<file path="src/hdl/ptpsc_map.svh">
`ifndef PTPSC_MAP_SVH
`define PTPSC_MAP_SVH

// ----------------------------------------
// port count and mode select codes
// ----------------------------------------
`define PTPSC_NPORTS 2
`define PTPSC_MODE_OFF 2'h0
`define PTPSC_MODE_AUTO 2'h1
`define PTPSC_MODE_SLAVE 2'h2

// ----------------------------------------
// reported port state codes
// ----------------------------------------
`define PTPSC_RPT_INIT 4'h0
`define PTPSC_RPT_FAULTY 4'h1
`define PTPSC_RPT_DISABLED 4'h2
`define PTPSC_RPT_LISTEN 4'h3
`define PTPSC_RPT_PEND_MASTER 4'h4
`define PTPSC_RPT_MASTER 4'h5
`define PTPSC_RPT_PASSIVE 4'h6
`define PTPSC_RPT_UNCALIB 4'h7
`define PTPSC_RPT_SLAVE 4'h8
`define PTPSC_RPT_BEST_CLOCK 4'h9
`define PTPSC_RPT_ERROR 4'hA
`define PTPSC_RPT_RESET `PTPSC_RPT_DISABLED

// ----------------------------------------
// message classes
// ----------------------------------------
`define PTPSC_MSG_EVENT 3'h0
`define PTPSC_MSG_ANNOUNCE 3'h1
`define PTPSC_MSG_PDELAY 3'h2
`define PTPSC_MSG_SIGNAL 3'h3
`define PTPSC_MSG_MGMT 3'h4
`define PTPSC_MSG_MGMT_REPLY 3'h5

// ----------------------------------------
// best-master decision codes
// ----------------------------------------
`define PTPSC_BMC_NONE 2'h0
`define PTPSC_BMC_MASTER 2'h1
`define PTPSC_BMC_SLAVE 2'h2
`define PTPSC_BMC_PASSIVE 2'h3

`endif

</file>
<file path="src/hdl/ptpsc_pkg.sv">
package ptpsc_pkg;

  typedef enum logic [3:0] {
    PS_INIT,
    PS_FAULTY,
    PS_DISABLED,
    PS_LISTEN,
    PS_PEND_MASTER,
    PS_MASTER,
    PS_PASSIVE,
    PS_UNCALIB,
    PS_SLAVE
  } ptpsc_pstate_t;

endpackage

</file>
<file path="src/hdl/ptpsc_port_fsm.sv">
`timescale 1ns/1ps
`default_nettype none
`include "ptpsc_map.svh"

module ptpsc_port_fsm
  import ptpsc_pkg::*;
(
  input wire logic clk,
  input wire logic nrst,
  input wire logic proto_en,
  input wire logic slave_only,
  input wire logic hold_init,
  input wire logic force_fault,
  input wire logic fault,
  input wire logic disable_req,
  input wire logic init_done,
  input wire logic ann_timeout,
  input wire logic ann_rx,
  input wire logic [1:0] bmc_rec,
  input wire logic qual_done,
  input wire logic servo_ready,
  output var ptpsc_pstate_t state_r
);

  ptpsc_pstate_t state_nxt;
  logic running;

  assign running = (state_r == PS_LISTEN) || (state_r == PS_PEND_MASTER) || (state_r == PS_MASTER) ||
                   (state_r == PS_PASSIVE) || (state_r == PS_UNCALIB) || (state_r == PS_SLAVE);

  always_comb begin
    state_nxt = state_r;
    if (!proto_en) begin
      state_nxt = PS_DISABLED;
    end else if (force_fault || fault) begin
      state_nxt = PS_FAULTY;
    end else if (disable_req) begin
      state_nxt = PS_DISABLED;
    end else if (hold_init && state_r != PS_INIT && state_r != PS_FAULTY && state_r != PS_DISABLED) begin
      state_nxt = PS_INIT;
    end else if (slave_only && (state_r == PS_PEND_MASTER || state_r == PS_MASTER)) begin
      state_nxt = PS_LISTEN;
    end else begin
      unique case (state_r)
        PS_INIT: begin
          if (init_done) state_nxt = PS_LISTEN;
        end
        PS_FAULTY: begin
          state_nxt = PS_INIT;
        end
        PS_DISABLED: begin
          state_nxt = PS_INIT;
        end
        default: begin
          // a decision that matches the present role falls through, so qualify and servo steps still run
          if (running && bmc_rec == `PTPSC_BMC_SLAVE && ann_rx && state_r != PS_SLAVE &&
              state_r != PS_UNCALIB) begin
            state_nxt = PS_UNCALIB;
          end else if (running && bmc_rec == `PTPSC_BMC_MASTER && !slave_only && state_r != PS_MASTER &&
                       state_r != PS_PEND_MASTER) begin
            state_nxt = PS_PEND_MASTER;
          end else if (running && bmc_rec == `PTPSC_BMC_PASSIVE) begin
            state_nxt = PS_PASSIVE;
          end else if (state_r == PS_LISTEN && ann_timeout && !slave_only) begin
            state_nxt = PS_PEND_MASTER;
          end else if (state_r == PS_PEND_MASTER && qual_done) begin
            state_nxt = PS_MASTER;
          end else if (state_r == PS_UNCALIB && servo_ready) begin
            state_nxt = PS_SLAVE;
          end
        end
      endcase
    end
  end

  always_ff @(posedge clk) begin
    if (!nrst) begin
      state_r <= PS_DISABLED;
    end else begin
      state_r <= state_nxt;
    end
  end

endmodule

`default_nettype wire

</file>
<file path="src/hdl/ptpsc_top.sv">
// How it works
// - mode off disables all protocol operation
// - automatic mode allows master or slave role
// - slave-only mode never takes master role
// - current state of port 0 always readable; other ports' states are not reported
// - initializing port transmits no messages
// - one port initializing holds all but faulty or disabled ports initializing
// - faulty port sends only management replies
// - unconfined fault makes all ports faulty
// - disabled port silent, accepts only management
// - disabled port never affects other ports
// - listening and passive send limited messages
// - pending master sends peer-delay, signaling, management
// - master port transmits without restriction
// - uncalibrated entered after selecting a master
// - slave state synchronizes to selected master
// - best clock only in automatic after master
// - any port error reports error status
`timescale 1ns/1ps
`default_nettype none
`include "ptpsc_map.svh"

module ptpsc_top
  import ptpsc_pkg::*;
(
  input wire logic clk,
  input wire logic nrst,
  input wire logic [1:0] time_protocol_mode_select,
  input wire logic init_done,
  input wire logic fault_unconfined,
  input wire logic [`PTPSC_NPORTS-1:0] port_fault,
  input wire logic [`PTPSC_NPORTS-1:0] port_error,
  input wire logic [`PTPSC_NPORTS-1:0] port_disable,
  input wire logic [`PTPSC_NPORTS-1:0] ann_timeout,
  input wire logic [`PTPSC_NPORTS-1:0] ann_rx,
  input wire logic [`PTPSC_NPORTS-1:0][1:0] bmc_rec,
  input wire logic [`PTPSC_NPORTS-1:0] qual_done,
  input wire logic [`PTPSC_NPORTS-1:0] servo_ready,
  input wire logic [`PTPSC_NPORTS-1:0] tx_req,
  input wire logic [`PTPSC_NPORTS-1:0][2:0] tx_class,
  input wire logic [`PTPSC_NPORTS-1:0] rx_valid,
  input wire logic [`PTPSC_NPORTS-1:0][2:0] rx_class,
  output logic [3:0] time_protocol_port_state,
  output logic proto_enabled_r,
  output logic [`PTPSC_NPORTS-1:0] tx_grant_r,
  output logic [`PTPSC_NPORTS-1:0] rx_accept_r,
  output logic [`PTPSC_NPORTS-1:0] sync_active_r
);

  // ----------------------------------------
  // mode decode
  // ----------------------------------------
  logic proto_en;
  logic slave_only;
  logic auto_mode;

  assign proto_en = time_protocol_mode_select == `PTPSC_MODE_AUTO ||
                    time_protocol_mode_select == `PTPSC_MODE_SLAVE;
  assign slave_only = time_protocol_mode_select == `PTPSC_MODE_SLAVE;
  assign auto_mode = time_protocol_mode_select == `PTPSC_MODE_AUTO;

  // ----------------------------------------
  // per-port state machines
  // ----------------------------------------
  ptpsc_pstate_t pstate [`PTPSC_NPORTS];
  logic [`PTPSC_NPORTS-1:0] in_init;
  logic [`PTPSC_NPORTS-1:0] in_slave_side;
  logic [`PTPSC_NPORTS-1:0] in_run;
  logic any_init;
  logic init_go;

  // a faulty or disabled port feeds nothing shared, so it stays confined
  assign any_init = |in_init;
  // ports leave initializing together and only when none is still running;
  // releasing per port would let a late joiner and a pulled-in port swap forever
  assign init_go = init_done && in_run == '0;

  // ----------------------------------------
  // message filter
  // ----------------------------------------
  function automatic logic tx_ok(input ptpsc_pstate_t s, input logic [2:0] c);
    logic lim;
    lim = c == `PTPSC_MSG_PDELAY || c == `PTPSC_MSG_SIGNAL || c == `PTPSC_MSG_MGMT_REPLY;
    tx_ok = 1'b0;
    unique case (s)
      PS_INIT: tx_ok = 1'b0;
      PS_DISABLED: tx_ok = 1'b0;
      PS_FAULTY: tx_ok = c == `PTPSC_MSG_MGMT_REPLY;
      PS_LISTEN: tx_ok = lim;
      PS_PASSIVE: tx_ok = lim;
      PS_PEND_MASTER: tx_ok = lim || c == `PTPSC_MSG_MGMT;
      PS_MASTER: tx_ok = 1'b1;
      PS_UNCALIB: tx_ok = 1'b1;
      PS_SLAVE: tx_ok = 1'b1;
    endcase
  endfunction

  genvar gi;
  generate
    for (gi = 0; gi < `PTPSC_NPORTS; gi++) begin : g_port
      ptpsc_port_fsm u_fsm (
        .clk(clk),
        .nrst(nrst),
        .proto_en(proto_en),
        .slave_only(slave_only),
        .hold_init(any_init),
        .force_fault(fault_unconfined),
        .fault(port_fault[gi]),
        .disable_req(port_disable[gi]),
        .init_done(init_go),
        .ann_timeout(ann_timeout[gi]),
        .ann_rx(ann_rx[gi]),
        .bmc_rec(bmc_rec[gi]),
        .qual_done(qual_done[gi]),
        .servo_ready(servo_ready[gi]),
        .state_r(pstate[gi])
      );

      assign in_init[gi] = pstate[gi] == PS_INIT;
      assign in_slave_side[gi] = pstate[gi] == PS_UNCALIB || pstate[gi] == PS_SLAVE;
      assign in_run[gi] = !in_init[gi] && pstate[gi] != PS_FAULTY && pstate[gi] != PS_DISABLED;

      always_ff @(posedge clk) begin
        if (!nrst) begin
          tx_grant_r[gi] <= 1'b0;
        end else begin
          tx_grant_r[gi] <= proto_en && tx_req[gi] && tx_ok(pstate[gi], tx_class[gi]);
        end
      end

      always_ff @(posedge clk) begin
        if (!nrst) begin
          rx_accept_r[gi] <= 1'b0;
        end else if (pstate[gi] == PS_DISABLED) begin
          rx_accept_r[gi] <= proto_en && rx_valid[gi] && rx_class[gi] == `PTPSC_MSG_MGMT;
        end else begin
          rx_accept_r[gi] <= proto_en && rx_valid[gi];
        end
      end

      // servo tracks only once a master is selected and calibrated
      always_ff @(posedge clk) begin
        if (!nrst) begin
          sync_active_r[gi] <= 1'b0;
        end else begin
          sync_active_r[gi] <= proto_en && pstate[gi] == PS_SLAVE;
        end
      end

      init_silent_a: assert property (@(posedge clk) disable iff (!nrst)
        in_init[gi] |=> !tx_grant_r[gi]) else $error("initializing port granted transmit");
      faulty_tx_a: assert property (@(posedge clk) disable iff (!nrst)
        pstate[gi] == PS_FAULTY && tx_class[gi] != `PTPSC_MSG_MGMT_REPLY |=> !tx_grant_r[gi])
        else $error("faulty port sent non-reply message");
      disabled_rx_a: assert property (@(posedge clk) disable iff (!nrst)
        pstate[gi] == PS_DISABLED && rx_class[gi] != `PTPSC_MSG_MGMT |=> !rx_accept_r[gi])
        else $error("disabled port accepted protocol message");
      listen_tx_a: assert property (@(posedge clk) disable iff (!nrst)
        (pstate[gi] == PS_LISTEN || pstate[gi] == PS_PASSIVE) &&
        (tx_class[gi] == `PTPSC_MSG_EVENT || tx_class[gi] == `PTPSC_MSG_ANNOUNCE ||
         tx_class[gi] == `PTPSC_MSG_MGMT) |=> !tx_grant_r[gi])
        else $error("listening or passive port sent forbidden message");
      pend_master_a: assert property (@(posedge clk) disable iff (!nrst)
        pstate[gi] == PS_PEND_MASTER && (tx_class[gi] == `PTPSC_MSG_EVENT ||
        tx_class[gi] == `PTPSC_MSG_ANNOUNCE) |=> !tx_grant_r[gi])
        else $error("pending master sent timing message");
      master_tx_a: assert property (@(posedge clk) disable iff (!nrst)
        proto_en && pstate[gi] == PS_MASTER && tx_req[gi] |=> tx_grant_r[gi])
        else $error("master port transmit refused");
      slave_entry_a: assert property (@(posedge clk) disable iff (!nrst)
        pstate[gi] == PS_SLAVE && $past(pstate[gi]) != PS_SLAVE |-> $past(pstate[gi]) == PS_UNCALIB)
        else $error("slave entered without uncalibrated step");
      slave_only_a: assert property (@(posedge clk) disable iff (!nrst)
        slave_only |=> pstate[gi] != PS_MASTER && pstate[gi] != PS_PEND_MASTER)
        else $error("slave-only mode holds master role");
      unconfined_a: assert property (@(posedge clk) disable iff (!nrst)
        proto_en && fault_unconfined |=> pstate[gi] == PS_FAULTY)
        else $error("unconfined fault left port not faulty");
      // permitted traffic and role changes must still happen, not only forbidden ones stay out
      off_state_a: assert property (@(posedge clk) disable iff (!nrst)
        !proto_en |=> pstate[gi] == PS_DISABLED)
        else $error("port left disabled while protocol off");
      auto_master_a: assert property (@(posedge clk) disable iff (!nrst)
        proto_en && !slave_only && pstate[gi] == PS_LISTEN && bmc_rec[gi] == `PTPSC_BMC_MASTER &&
        !fault_unconfined && !port_fault[gi] && !port_disable[gi] && !any_init |=> pstate[gi] == PS_PEND_MASTER)
        else $error("automatic mode refused master role");
      disabled_tx_a: assert property (@(posedge clk) disable iff (!nrst)
        pstate[gi] == PS_DISABLED |=> !tx_grant_r[gi])
        else $error("disabled port granted transmit");
      disabled_mgmt_a: assert property (@(posedge clk) disable iff (!nrst)
        proto_en && pstate[gi] == PS_DISABLED && rx_valid[gi] && rx_class[gi] == `PTPSC_MSG_MGMT
        |=> rx_accept_r[gi])
        else $error("disabled port dropped management message");
      pend_grant_a: assert property (@(posedge clk) disable iff (!nrst)
        proto_en && pstate[gi] == PS_PEND_MASTER && tx_req[gi] && tx_class[gi] == `PTPSC_MSG_PDELAY
        |=> tx_grant_r[gi])
        else $error("pending master refused peer-delay message");
      uncalib_entry_a: assert property (@(posedge clk) disable iff (!nrst)
        pstate[gi] == PS_UNCALIB && $past(pstate[gi]) != PS_UNCALIB |-> $past(ann_rx[gi]))
        else $error("uncalibrated entered without announce");
      sync_idle_a: assert property (@(posedge clk) disable iff (!nrst)
        pstate[gi] != PS_SLAVE |=> !sync_active_r[gi])
        else $error("servo tracking outside slave state");
      sync_track_a: assert property (@(posedge clk) disable iff (!nrst)
        proto_en && pstate[gi] == PS_SLAVE |=> sync_active_r[gi])
        else $error("slave port not tracking master");
    end
  endgenerate

  // ----------------------------------------
  // status reporting
  // ----------------------------------------
  logic prior_master_r;
  logic [3:0] rpt_nxt;

  // remembers that some other clock on the network was master
  always_ff @(posedge clk) begin
    if (!nrst) begin
      prior_master_r <= 1'b0;
    end else if (!auto_mode) begin
      prior_master_r <= 1'b0;
    end else if (|in_slave_side || |ann_rx) begin
      prior_master_r <= 1'b1;
    end
  end

  always_comb begin
    rpt_nxt = `PTPSC_RPT_INIT;
    unique case (pstate[0])
      PS_INIT: rpt_nxt = `PTPSC_RPT_INIT;
      PS_FAULTY: rpt_nxt = `PTPSC_RPT_FAULTY;
      PS_DISABLED: rpt_nxt = `PTPSC_RPT_DISABLED;
      PS_LISTEN: rpt_nxt = `PTPSC_RPT_LISTEN;
      PS_PEND_MASTER: rpt_nxt = `PTPSC_RPT_PEND_MASTER;
      PS_MASTER: rpt_nxt = `PTPSC_RPT_MASTER;
      PS_PASSIVE: rpt_nxt = `PTPSC_RPT_PASSIVE;
      PS_UNCALIB: rpt_nxt = `PTPSC_RPT_UNCALIB;
      PS_SLAVE: rpt_nxt = `PTPSC_RPT_SLAVE;
    endcase
    if (!proto_en) begin
      rpt_nxt = `PTPSC_RPT_DISABLED;
    end else if (|port_error) begin
      rpt_nxt = `PTPSC_RPT_ERROR;
    end else if (auto_mode && prior_master_r && pstate[0] == PS_MASTER) begin
      rpt_nxt = `PTPSC_RPT_BEST_CLOCK;
    end
  end

  always_ff @(posedge clk) begin
    if (!nrst) begin
      time_protocol_port_state <= `PTPSC_RPT_RESET;
    end else begin
      time_protocol_port_state <= rpt_nxt;
    end
  end

  always_ff @(posedge clk) begin
    if (!nrst) begin
      proto_enabled_r <= 1'b0;
    end else begin
      proto_enabled_r <= proto_en;
    end
  end

  // ----------------------------------------
  // checks
  // ----------------------------------------
  off_tx_block_a: assert property (@(posedge clk) disable iff (!nrst)
    !proto_en |=> tx_grant_r == '0 && rx_accept_r == '0 && !proto_enabled_r)
    else $error("traffic passed while protocol off");
  off_report_a: assert property (@(posedge clk) disable iff (!nrst)
    !proto_en |=> time_protocol_port_state == `PTPSC_RPT_DISABLED)
    else $error("off mode not reported disabled");
  error_report_a: assert property (@(posedge clk) disable iff (!nrst)
    proto_en && |port_error |=> time_protocol_port_state == `PTPSC_RPT_ERROR)
    else $error("port error not reported");
  best_clock_a: assert property (@(posedge clk) disable iff (!nrst)
    time_protocol_port_state == `PTPSC_RPT_BEST_CLOCK |-> $past(auto_mode) && $past(prior_master_r))
    else $error("best clock reported without cause");
  init_spread_a: assert property (@(posedge clk) disable iff (!nrst)
    proto_en && any_init && !fault_unconfined && port_fault == '0 && port_disable == '0 && !init_done
    ##1 proto_en |-> in_init == '1)
    else $error("initializing not spread to all ports");
  report_track_a: assert property (@(posedge clk) disable iff (!nrst)
    proto_en && port_error == '0 && pstate[0] == PS_SLAVE |=> time_protocol_port_state == `PTPSC_RPT_SLAVE)
    else $error("status does not follow port state");
  // the report trails the state by one edge, so role checks look two edges on
  enable_flag_a: assert property (@(posedge clk) disable iff (!nrst)
    proto_en |=> proto_enabled_r)
    else $error("enabled mode not flagged");
  slave_report_a: assert property (@(posedge clk) disable iff (!nrst)
    slave_only ##1 slave_only |=> time_protocol_port_state != `PTPSC_RPT_MASTER &&
    time_protocol_port_state != `PTPSC_RPT_PEND_MASTER && time_protocol_port_state != `PTPSC_RPT_BEST_CLOCK)
    else $error("slave-only mode reported master role");
  prior_clear_a: assert property (@(posedge clk) disable iff (!nrst)
    !auto_mode |=> !prior_master_r)
    else $error("prior master kept outside automatic mode");
  init_release_a: assert property (@(posedge clk) disable iff (!nrst)
    proto_en && init_go && in_init == '1 && !fault_unconfined && port_fault == '0 && port_disable == '0
    |=> in_init == '0)
    else $error("ports did not leave initializing together");

endmodule

`default_nettype wire
</file>
<file path="config.mk">
export PLATFORM = sky130hd
export DESIGN_NAME = ptpsc_top
export DESIGN_NICKNAME = d
export VERILOG_FILES = /design/src/hdl/ptpsc_pkg.sv /design/src/hdl/ptpsc_port_fsm.sv /design/src/hdl/ptpsc_top.sv
export VERILOG_INCLUDE_DIRS = /design/src /design/src/hdl
export SDC_FILE = /design/constraint.sdc
export NUM_CORES = 1
export LEC_CHECK = 0
export ABC_AREA = 1
export BUFFER_PORTS_ARGS = -buffer_cell sky130_fd_sc_hd__buf_2
export CORE_AREA = 2 2 62 64
export CTS_BUF_LIST = sky130_fd_sc_hd__clkbuf_16
export DETAILED_ROUTE_END_ITERATION = 16
export DIE_AREA = 0 0 64 66
export PLACE_DENSITY = 0.67
export SETUP_SLACK_MARGIN = 0.3
export SLEW_MARGIN = 20
export SYNTH_ARGS = -nofsm -noshare
export SYNTH_HDL_FRONTEND = slang
export SYNTH_SLANG_ARGS = --single-unit
</file>
<file path="constraint.sdc">
create_clock -name clk -period 2.17 [get_ports clk]
set_clock_uncertainty 0.15 [all_clocks]
set_input_delay 0.651 -clock clk [delete_from_list [all_inputs] [get_ports clk]]
set_output_delay 0.651 -clock clk [all_outputs]
set_load 0.1 [all_outputs]
</file>
; Yosys cells after proc, flatten, opt, wreduce, memory -nomap -nowiden
; Cells that the tools add are included.
[totals]
out_inout_bits = 11
reg_bits = 20
input_bits = 40
[op_classes]
muxes = 32
bitwise = 2
eq_ne = 50
reduce_logical = 109
[op_table]
columns = op, count
row1 = 2-to-1 mux 4 bit, 15
row2 = logical AND 1 bit, 51
row3 = one-hot mux 4 bit (9 select lines), 1
row4 = == test 4 x 3 -> 1 bit (second input constant), 8
row5 = logical OR 1 bit, 24
row6 = inequality test 4 x 3 -> 1 bit (second input constant), 6
row7 = nonzero test 12 bit, 2
row8 = OR reduction 2 bit, 10
row9 = == test 3 bit (second input constant), 6
row10 = == test 4 x 2 -> 1 bit (second input constant), 4
row11 = 2-to-1 mux 2 bit, 8
row12 = one-hot mux 4 bit (2 select lines), 2
row13 = nonzero test 8 bit, 2
row14 = == test 3 x 2 -> 1 bit (second input constant), 4
row15 = inequality test 6 x 2 -> 1 bit (second input constant), 2
row16 = AND reduction 2 bit, 6
row17 = OR reduction 6 bit, 2
row18 = == test 2 bit (second input constant), 5
row19 = one-hot mux 1 bit (5 select lines), 2
row20 = == test 4 x 1 -> 1 bit (second input constant), 2
row21 = == test 4 bit (second input constant), 2
row22 = logical NOT 4 bit, 2
row23 = inequality test 4 x 1 -> 1 bit (second input constant), 2
row24 = inequality test 4 x 2 -> 1 bit (second input constant), 2
row25 = other kinds (11), 23

; Longest topological paths before layout
[depth]
word_depth = 17
depth_mapped = 11
depth_no_buf = 11

; Cells and area by module
; A second synthesis with hierarchy kept.
[unflattened]
cells_unflattened = 316
area_unflattened_um2 = 1769.2
[modules_own_cells]
columns = mod, area_each_um2, cells_per_inst, n_inst, seq_area_each_um2
row1 = ptpsc_port_fsm, 529.3, 97, 2, 80.1
row2 = ptpsc_top, 710.7, 122, 1, 240.2

; Worst setup path before layout
; Ideal clock, no wire load.
[synth_timing]
kind = input to register
startpoint = input time_protocol_mode_select[0]
endpoint = register g_port[0].u_fsm.state_r[1]
required_ns = 1.891
setup_time_ns = 0.129
cell_stages = 10
path_slack_ns = 0.307
arrival_ns = 1.584
n_path_buf = 0
path_cell_list = inv_1 ha_1 inv_1 nand3_1 nor2_1 o21ai_2 nand3_1 or2_0 nand3_1 nand3_1
[synth_via]
elab_chain_len = 12
elab_cells_between_ends = 22
classes_between = eq/ne: 3 / mux: 9 / reduce/logical: 10
[synth_lines]
columns = element, line_no
row1 = start: declaration, ptpsc_top.sv:28  ; input wire logic [1:0] time_protocol_mode_select,
row2 = == test 2 bit (no source line), n/a
row3 = logical NOT 1 bit, "ptpsc_port_fsm.sv:59, ptpsc_port_fsm.sv:64"
row4 = "logical AND 1 bit, on equally long branches", "ptpsc_port_fsm.sv:64, ptpsc_port_fsm.sv:59"
row5 = 2-to-1 mux 4 bit / logical AND 1 bit (equally long branches), "ptpsc_port_fsm.sv:64, ptpsc_port_fsm.sv:59"
row6 = 2-to-1 mux 4 bit / logical AND 1 bit (equally long branches), "ptpsc_port_fsm.sv:62, ptpsc_port_fsm.sv:59"
row7 = 2-to-1 mux 4 bit, ptpsc_port_fsm.sv:59  ; end else if (running && bmc_rec == `PTPSC_BMC_MASTER && !slave_only && state_r != PS_MASTER &&
row8 = 2-to-1 mux 4 bit, ptpsc_port_fsm.sv:56  ; if (running && bmc_rec == `PTPSC_BMC_SLAVE && ann_rx && state_r != PS_SLAVE &&
row9 = one-hot mux 4 bit (2 select lines), ptpsc_port_fsm.sv:44  ; unique case (state_r)
row10 = 2-to-1 mux 2 bit, ptpsc_port_fsm.sv:41  ; end else if (slave_only && (state_r == PS_PEND_MASTER || state_r == PS_MASTER)) begin
row11 = 2-to-1 mux 2 bit, ptpsc_port_fsm.sv:39  ; end else if (hold_init && state_r != PS_INIT && state_r != PS_FAULTY && state_r != PS_DISABLED) begin
row12 = 2-to-1 mux 2 bit, ptpsc_port_fsm.sv:37  ; end else if (disable_req) begin
row13 = 2-to-1 mux 2 bit, ptpsc_port_fsm.sv:35  ; end else if (force_fault || fault) begin
row14 = end signal: assignment, ptpsc_port_fsm.sv:80  ; state_r <= state_nxt;
row15 = end: declaration, ptpsc_port_fsm.sv:22  ; output var ptpsc_pstate_t state_r
; Several ways; a longest one is shown, not always the timed one.
; A chain may end at the register's enable or synchronous reset.

; Worst setup path after layout
[layout_timing]
startpoint = input time_protocol_mode_select[0]
endpoint = register g_port[1].u_fsm.state_r[0]
[layout_via]
elab_chain_len = 12
elab_cells_between_ends = 22
classes_between = eq/ne: 3 / mux: 9 / reduce/logical: 10
[layout_lines]
columns = element, line_no
row1 = == test 2 bit (no source line), n/a
row2 = logical NOT 1 bit, "ptpsc_port_fsm.sv:59, ptpsc_port_fsm.sv:64"
row3 = "logical AND 1 bit, on equally long branches", "ptpsc_port_fsm.sv:64, ptpsc_port_fsm.sv:59"
row4 = 2-to-1 mux 4 bit / logical AND 1 bit (equally long branches), "ptpsc_port_fsm.sv:64, ptpsc_port_fsm.sv:59"
row5 = 2-to-1 mux 4 bit / logical AND 1 bit (equally long branches), "ptpsc_port_fsm.sv:62, ptpsc_port_fsm.sv:59"
row6 = 2-to-1 mux 4 bit, ptpsc_port_fsm.sv:59
row7 = 2-to-1 mux 4 bit, ptpsc_port_fsm.sv:56
row8 = one-hot mux 4 bit (2 select lines), ptpsc_port_fsm.sv:44
row9 = 2-to-1 mux 2 bit, ptpsc_port_fsm.sv:41
row10 = 2-to-1 mux 2 bit, ptpsc_port_fsm.sv:39
row11 = 2-to-1 mux 2 bit, ptpsc_port_fsm.sv:37
row12 = 2-to-1 mux 2 bit, ptpsc_port_fsm.sv:35
row13 = end signal: assignment, ptpsc_port_fsm.sv:80
row14 = end: declaration, ptpsc_port_fsm.sv:22
; Several ways; a longest one is shown, not always the timed one.

==> metrics.cfg <==
[placed_design]
dp_hpwl_um = 3020
portBuffers = 50
gp_congestion = 0.9079
post-place-ws_ns = 0.05236
dp_cells = 349

[clocking]
holdBufCountCts = 0
clock_latency_ns = 0.25
root_buffer = clkbuf_16
numCtsBuffers = 3
cts_num_sinks = 20
clkTransAtPathRegs_ns = 0.06
clockBufferDepth = 2
cts_tree = yes
h-tree-depth = 1

[logic_synthesis]
seq_area_frac_synth_pct = 26.32
post_synth_instance_area_um2 = 1521
ys_warn_count = 0
synth_area_leaders = dfxtp_1 26%, nand2_1 16%, nor2_1 8.6%
yosys.area.top_type = dfxtp_1
syn-num-nets = 292
postSynthAreaPerCell_um2 = 6.086
synth.top_cell.area_share_pct = 26.32
netlist-cell-type-count = 27
postSynthCellCount = 250
ys_ff_latch = 20

[setup_path]
r2r_start = g_port[0].u_fsm.state_r[3]$_SDFFE_PP0P_
cp_max_fo = 5
cp-start-kind = input port
cp_slowest_stage_delay_ns = 0.20
r2r_slack_ns = 0.43
critPathKind = input port to flop
cp_slowest_cell = o21ai_2
worst-path-buf-inv = 3
startpoint = time_protocol_mode_select[0]
cp-end-kind = flop
cp.depth = 12
cpLargestDelayFamily = simple AND/OR/NAND/NOR gates
crit_arrival_ns = 1.78
r2r_cells = 10
cp-endpoint = g_port[1].u_fsm.state_r[0]$_SDFFE_PN0P_
cp_cell_sequence = buf_2 > inv_2 > ha_4 > inv_2 > nand3_1 > nor2_1 > o21ai_2 > nand3_2 > o21ai_2 > nand2_1 > nand2_1 > nor2_1
reg2reg_to = g_port[0].u_fsm.state_r[1]$_SDFFE_PN1P_
required_ns = 2.17

[detailed_routing]
routed_via_density = 4.853
dr_total_vias = 1718
first_iter_violations = 87
ant_nets = 0
wl_um = 3724
dr.pass1.iters = 4
drc = 0
avgRoutedWirePerCell_um = 10.52

[sta]
worst_pin_slew_ns = 0.4859
setup_violations = 0
fin_crit_ns = 1.782
setup_tns_ns = 0
timing.final.crit_share_pct = 82.13
worst_slack_ns = 0.3878
drv_slew = 0
fmax_mhz = 561.1
final_hold_viol_count = 0
rsz0062_at_grt = false
slew-limit-headroom_pct = 67.83

[global_routing]
met1_usage_pct = 24.74
use_met3_pct = 3.578
grt_pass1_vias = 1493
grt_max_degree = 13
gr-total-overflow = 0
gr-max-usage-layer = met2
grt.total_usage_pct = 18.82
use_met2_pct = 29.82
grt_pass1_wl_um = 6210
grt_antenna_before_repair = 0

[power_and_ir_drop]
power_mw = 1.174
peakVddDrop_v = 0.0002862
p_per_area_nw_per_um2 = 590.0
leakagePower_nw = 1.041

[layout]
drive_above_1_share_pct = 33.66
fin_cells = 354
final_cell_mix = 63 x nand2_1, 50 x buf_2, 35 x nor2_1
area_growth_pct = 30.76
n_antenna_cell = 0
final_common_cell = nand2_1
layout.nets = 349
final_core_util_pct = 56.03

[outcome]
outcome = complete, no violations

[flow_run]
cap_violations = 0

[floorplanning]
initial_core_util_pct = 42.85
die_y_um = 66
die_w_um = 64
top_level_ports = 51
core-area_um2 = 3551
die_area_um2 = 4224
rows = 22

[hold_path]
hold_path_class = flop to flop

-- flip-flops by register name, summed over array words and instances, names as in the netlist --
signal                    cells
time_protocol_port_state      4
sync_active_r                 2
g_port.u_fsm.state_r          8
prior_master_r                1
proto_enabled_r               1
tx_grant_r                    2
rx_accept_r                   2
-- cells by family after synthesis --
kind of cell | synth area share, %
fa+ha+maj | 1.644
buf+inv | 10.61
simple gates | 50.82
flops | 26.32
compound gates | 10.61
-- worst reg2reg max path: cells and delay by family (launching register included) --
| family | cells | cell delay, ns |
|---|---|---|
| flops | 1 | 0.48 |
| simple gates | 9 | 0.87 |
| buf+inv | 1 | 0.12 |
-- stage by stage --
stage	hold slack [ns]	cell area [um^2]
6_report	0.3142	1989
5_1_grt	0.3398	1989
4_1_cts	0.3140	1961
3_5_place_dp	0.3047	1856
3_3_place_gp	0.3055	1856
2_1_floorplan	0.2885	1521
-- final cells by class --
type,count,area (um^2)
flip-flops and latches,20,404.1
well taps,48,60.06
clock inverters,1,30.03
clock buffers,3,75.07
fillers,368,1562
repair buffers,53,285.3
multi-input cells,187,977.2
inverters,42,157.7
-- per-layer routing --
layer / share of wire (%) / routed length, um
met5: 0 / 0
met4: 2.0 / 74
met3: 6.8 / 255
met2: 43 / 1615
met1: 48 / 1778
-- where the power goes --
group	leakage [nW]	internal [mW]	switching, mW
Sequential	0.163	0.381	0.0141
Combinational	0.826	0.0981	0.177
Clock	0.0511	0.366	0.137
Total	1.04	0.845	0.329
-- cells in the mapped netlist (all sizes together) --
cell type and count:
o21a 1, o22ai 1, nor2 49, nor3 3, o211ai 3, a211oi 2
clkbuf 1, and3 2, nand3 27, nor4 1, a31oi 1, a21oi 8
nand4 5, inv 42, dfxtp 20, ha 2, o21ai 8, o311ai 1
or2 1, nand2 72
-- timing repair --
item                                    in CTS  in global routing
endpoints found under the setup margin       1                  7
gates resized for setup                      1                  8
pin swaps                                    0                  5
hold endpoints to repair                     0                  0
setup buffers                                0                  1
-- worst min path at each step --
stage | from | to | slack, ns | depth (start not counted)
after floorplan | prior_master_r$_SDFFE_PN0P_ | prior_master_r$_SDFFE_PN0P_ | 0.29 | 2
after global placement | prior_master_r$_SDFFE_PN0P_ | prior_master_r$_SDFFE_PN0P_ | 0.31 | 2
after detailed placement | prior_master_r$_SDFFE_PN0P_ | prior_master_r$_SDFFE_PN0P_ | 0.30 | 2
after CTS | prior_master_r$_SDFFE_PN0P_ | prior_master_r$_SDFFE_PN0P_ | 0.31 | 2
after global routing | prior_master_r$_SDFFE_PN0P_ | prior_master_r$_SDFFE_PN0P_ | 0.34 | 2
final | prior_master_r$_SDFFE_PN0P_ | prior_master_r$_SDFFE_PN0P_ | 0.31 | 2
Note: power is estimated with default switching activity, not from simulation.
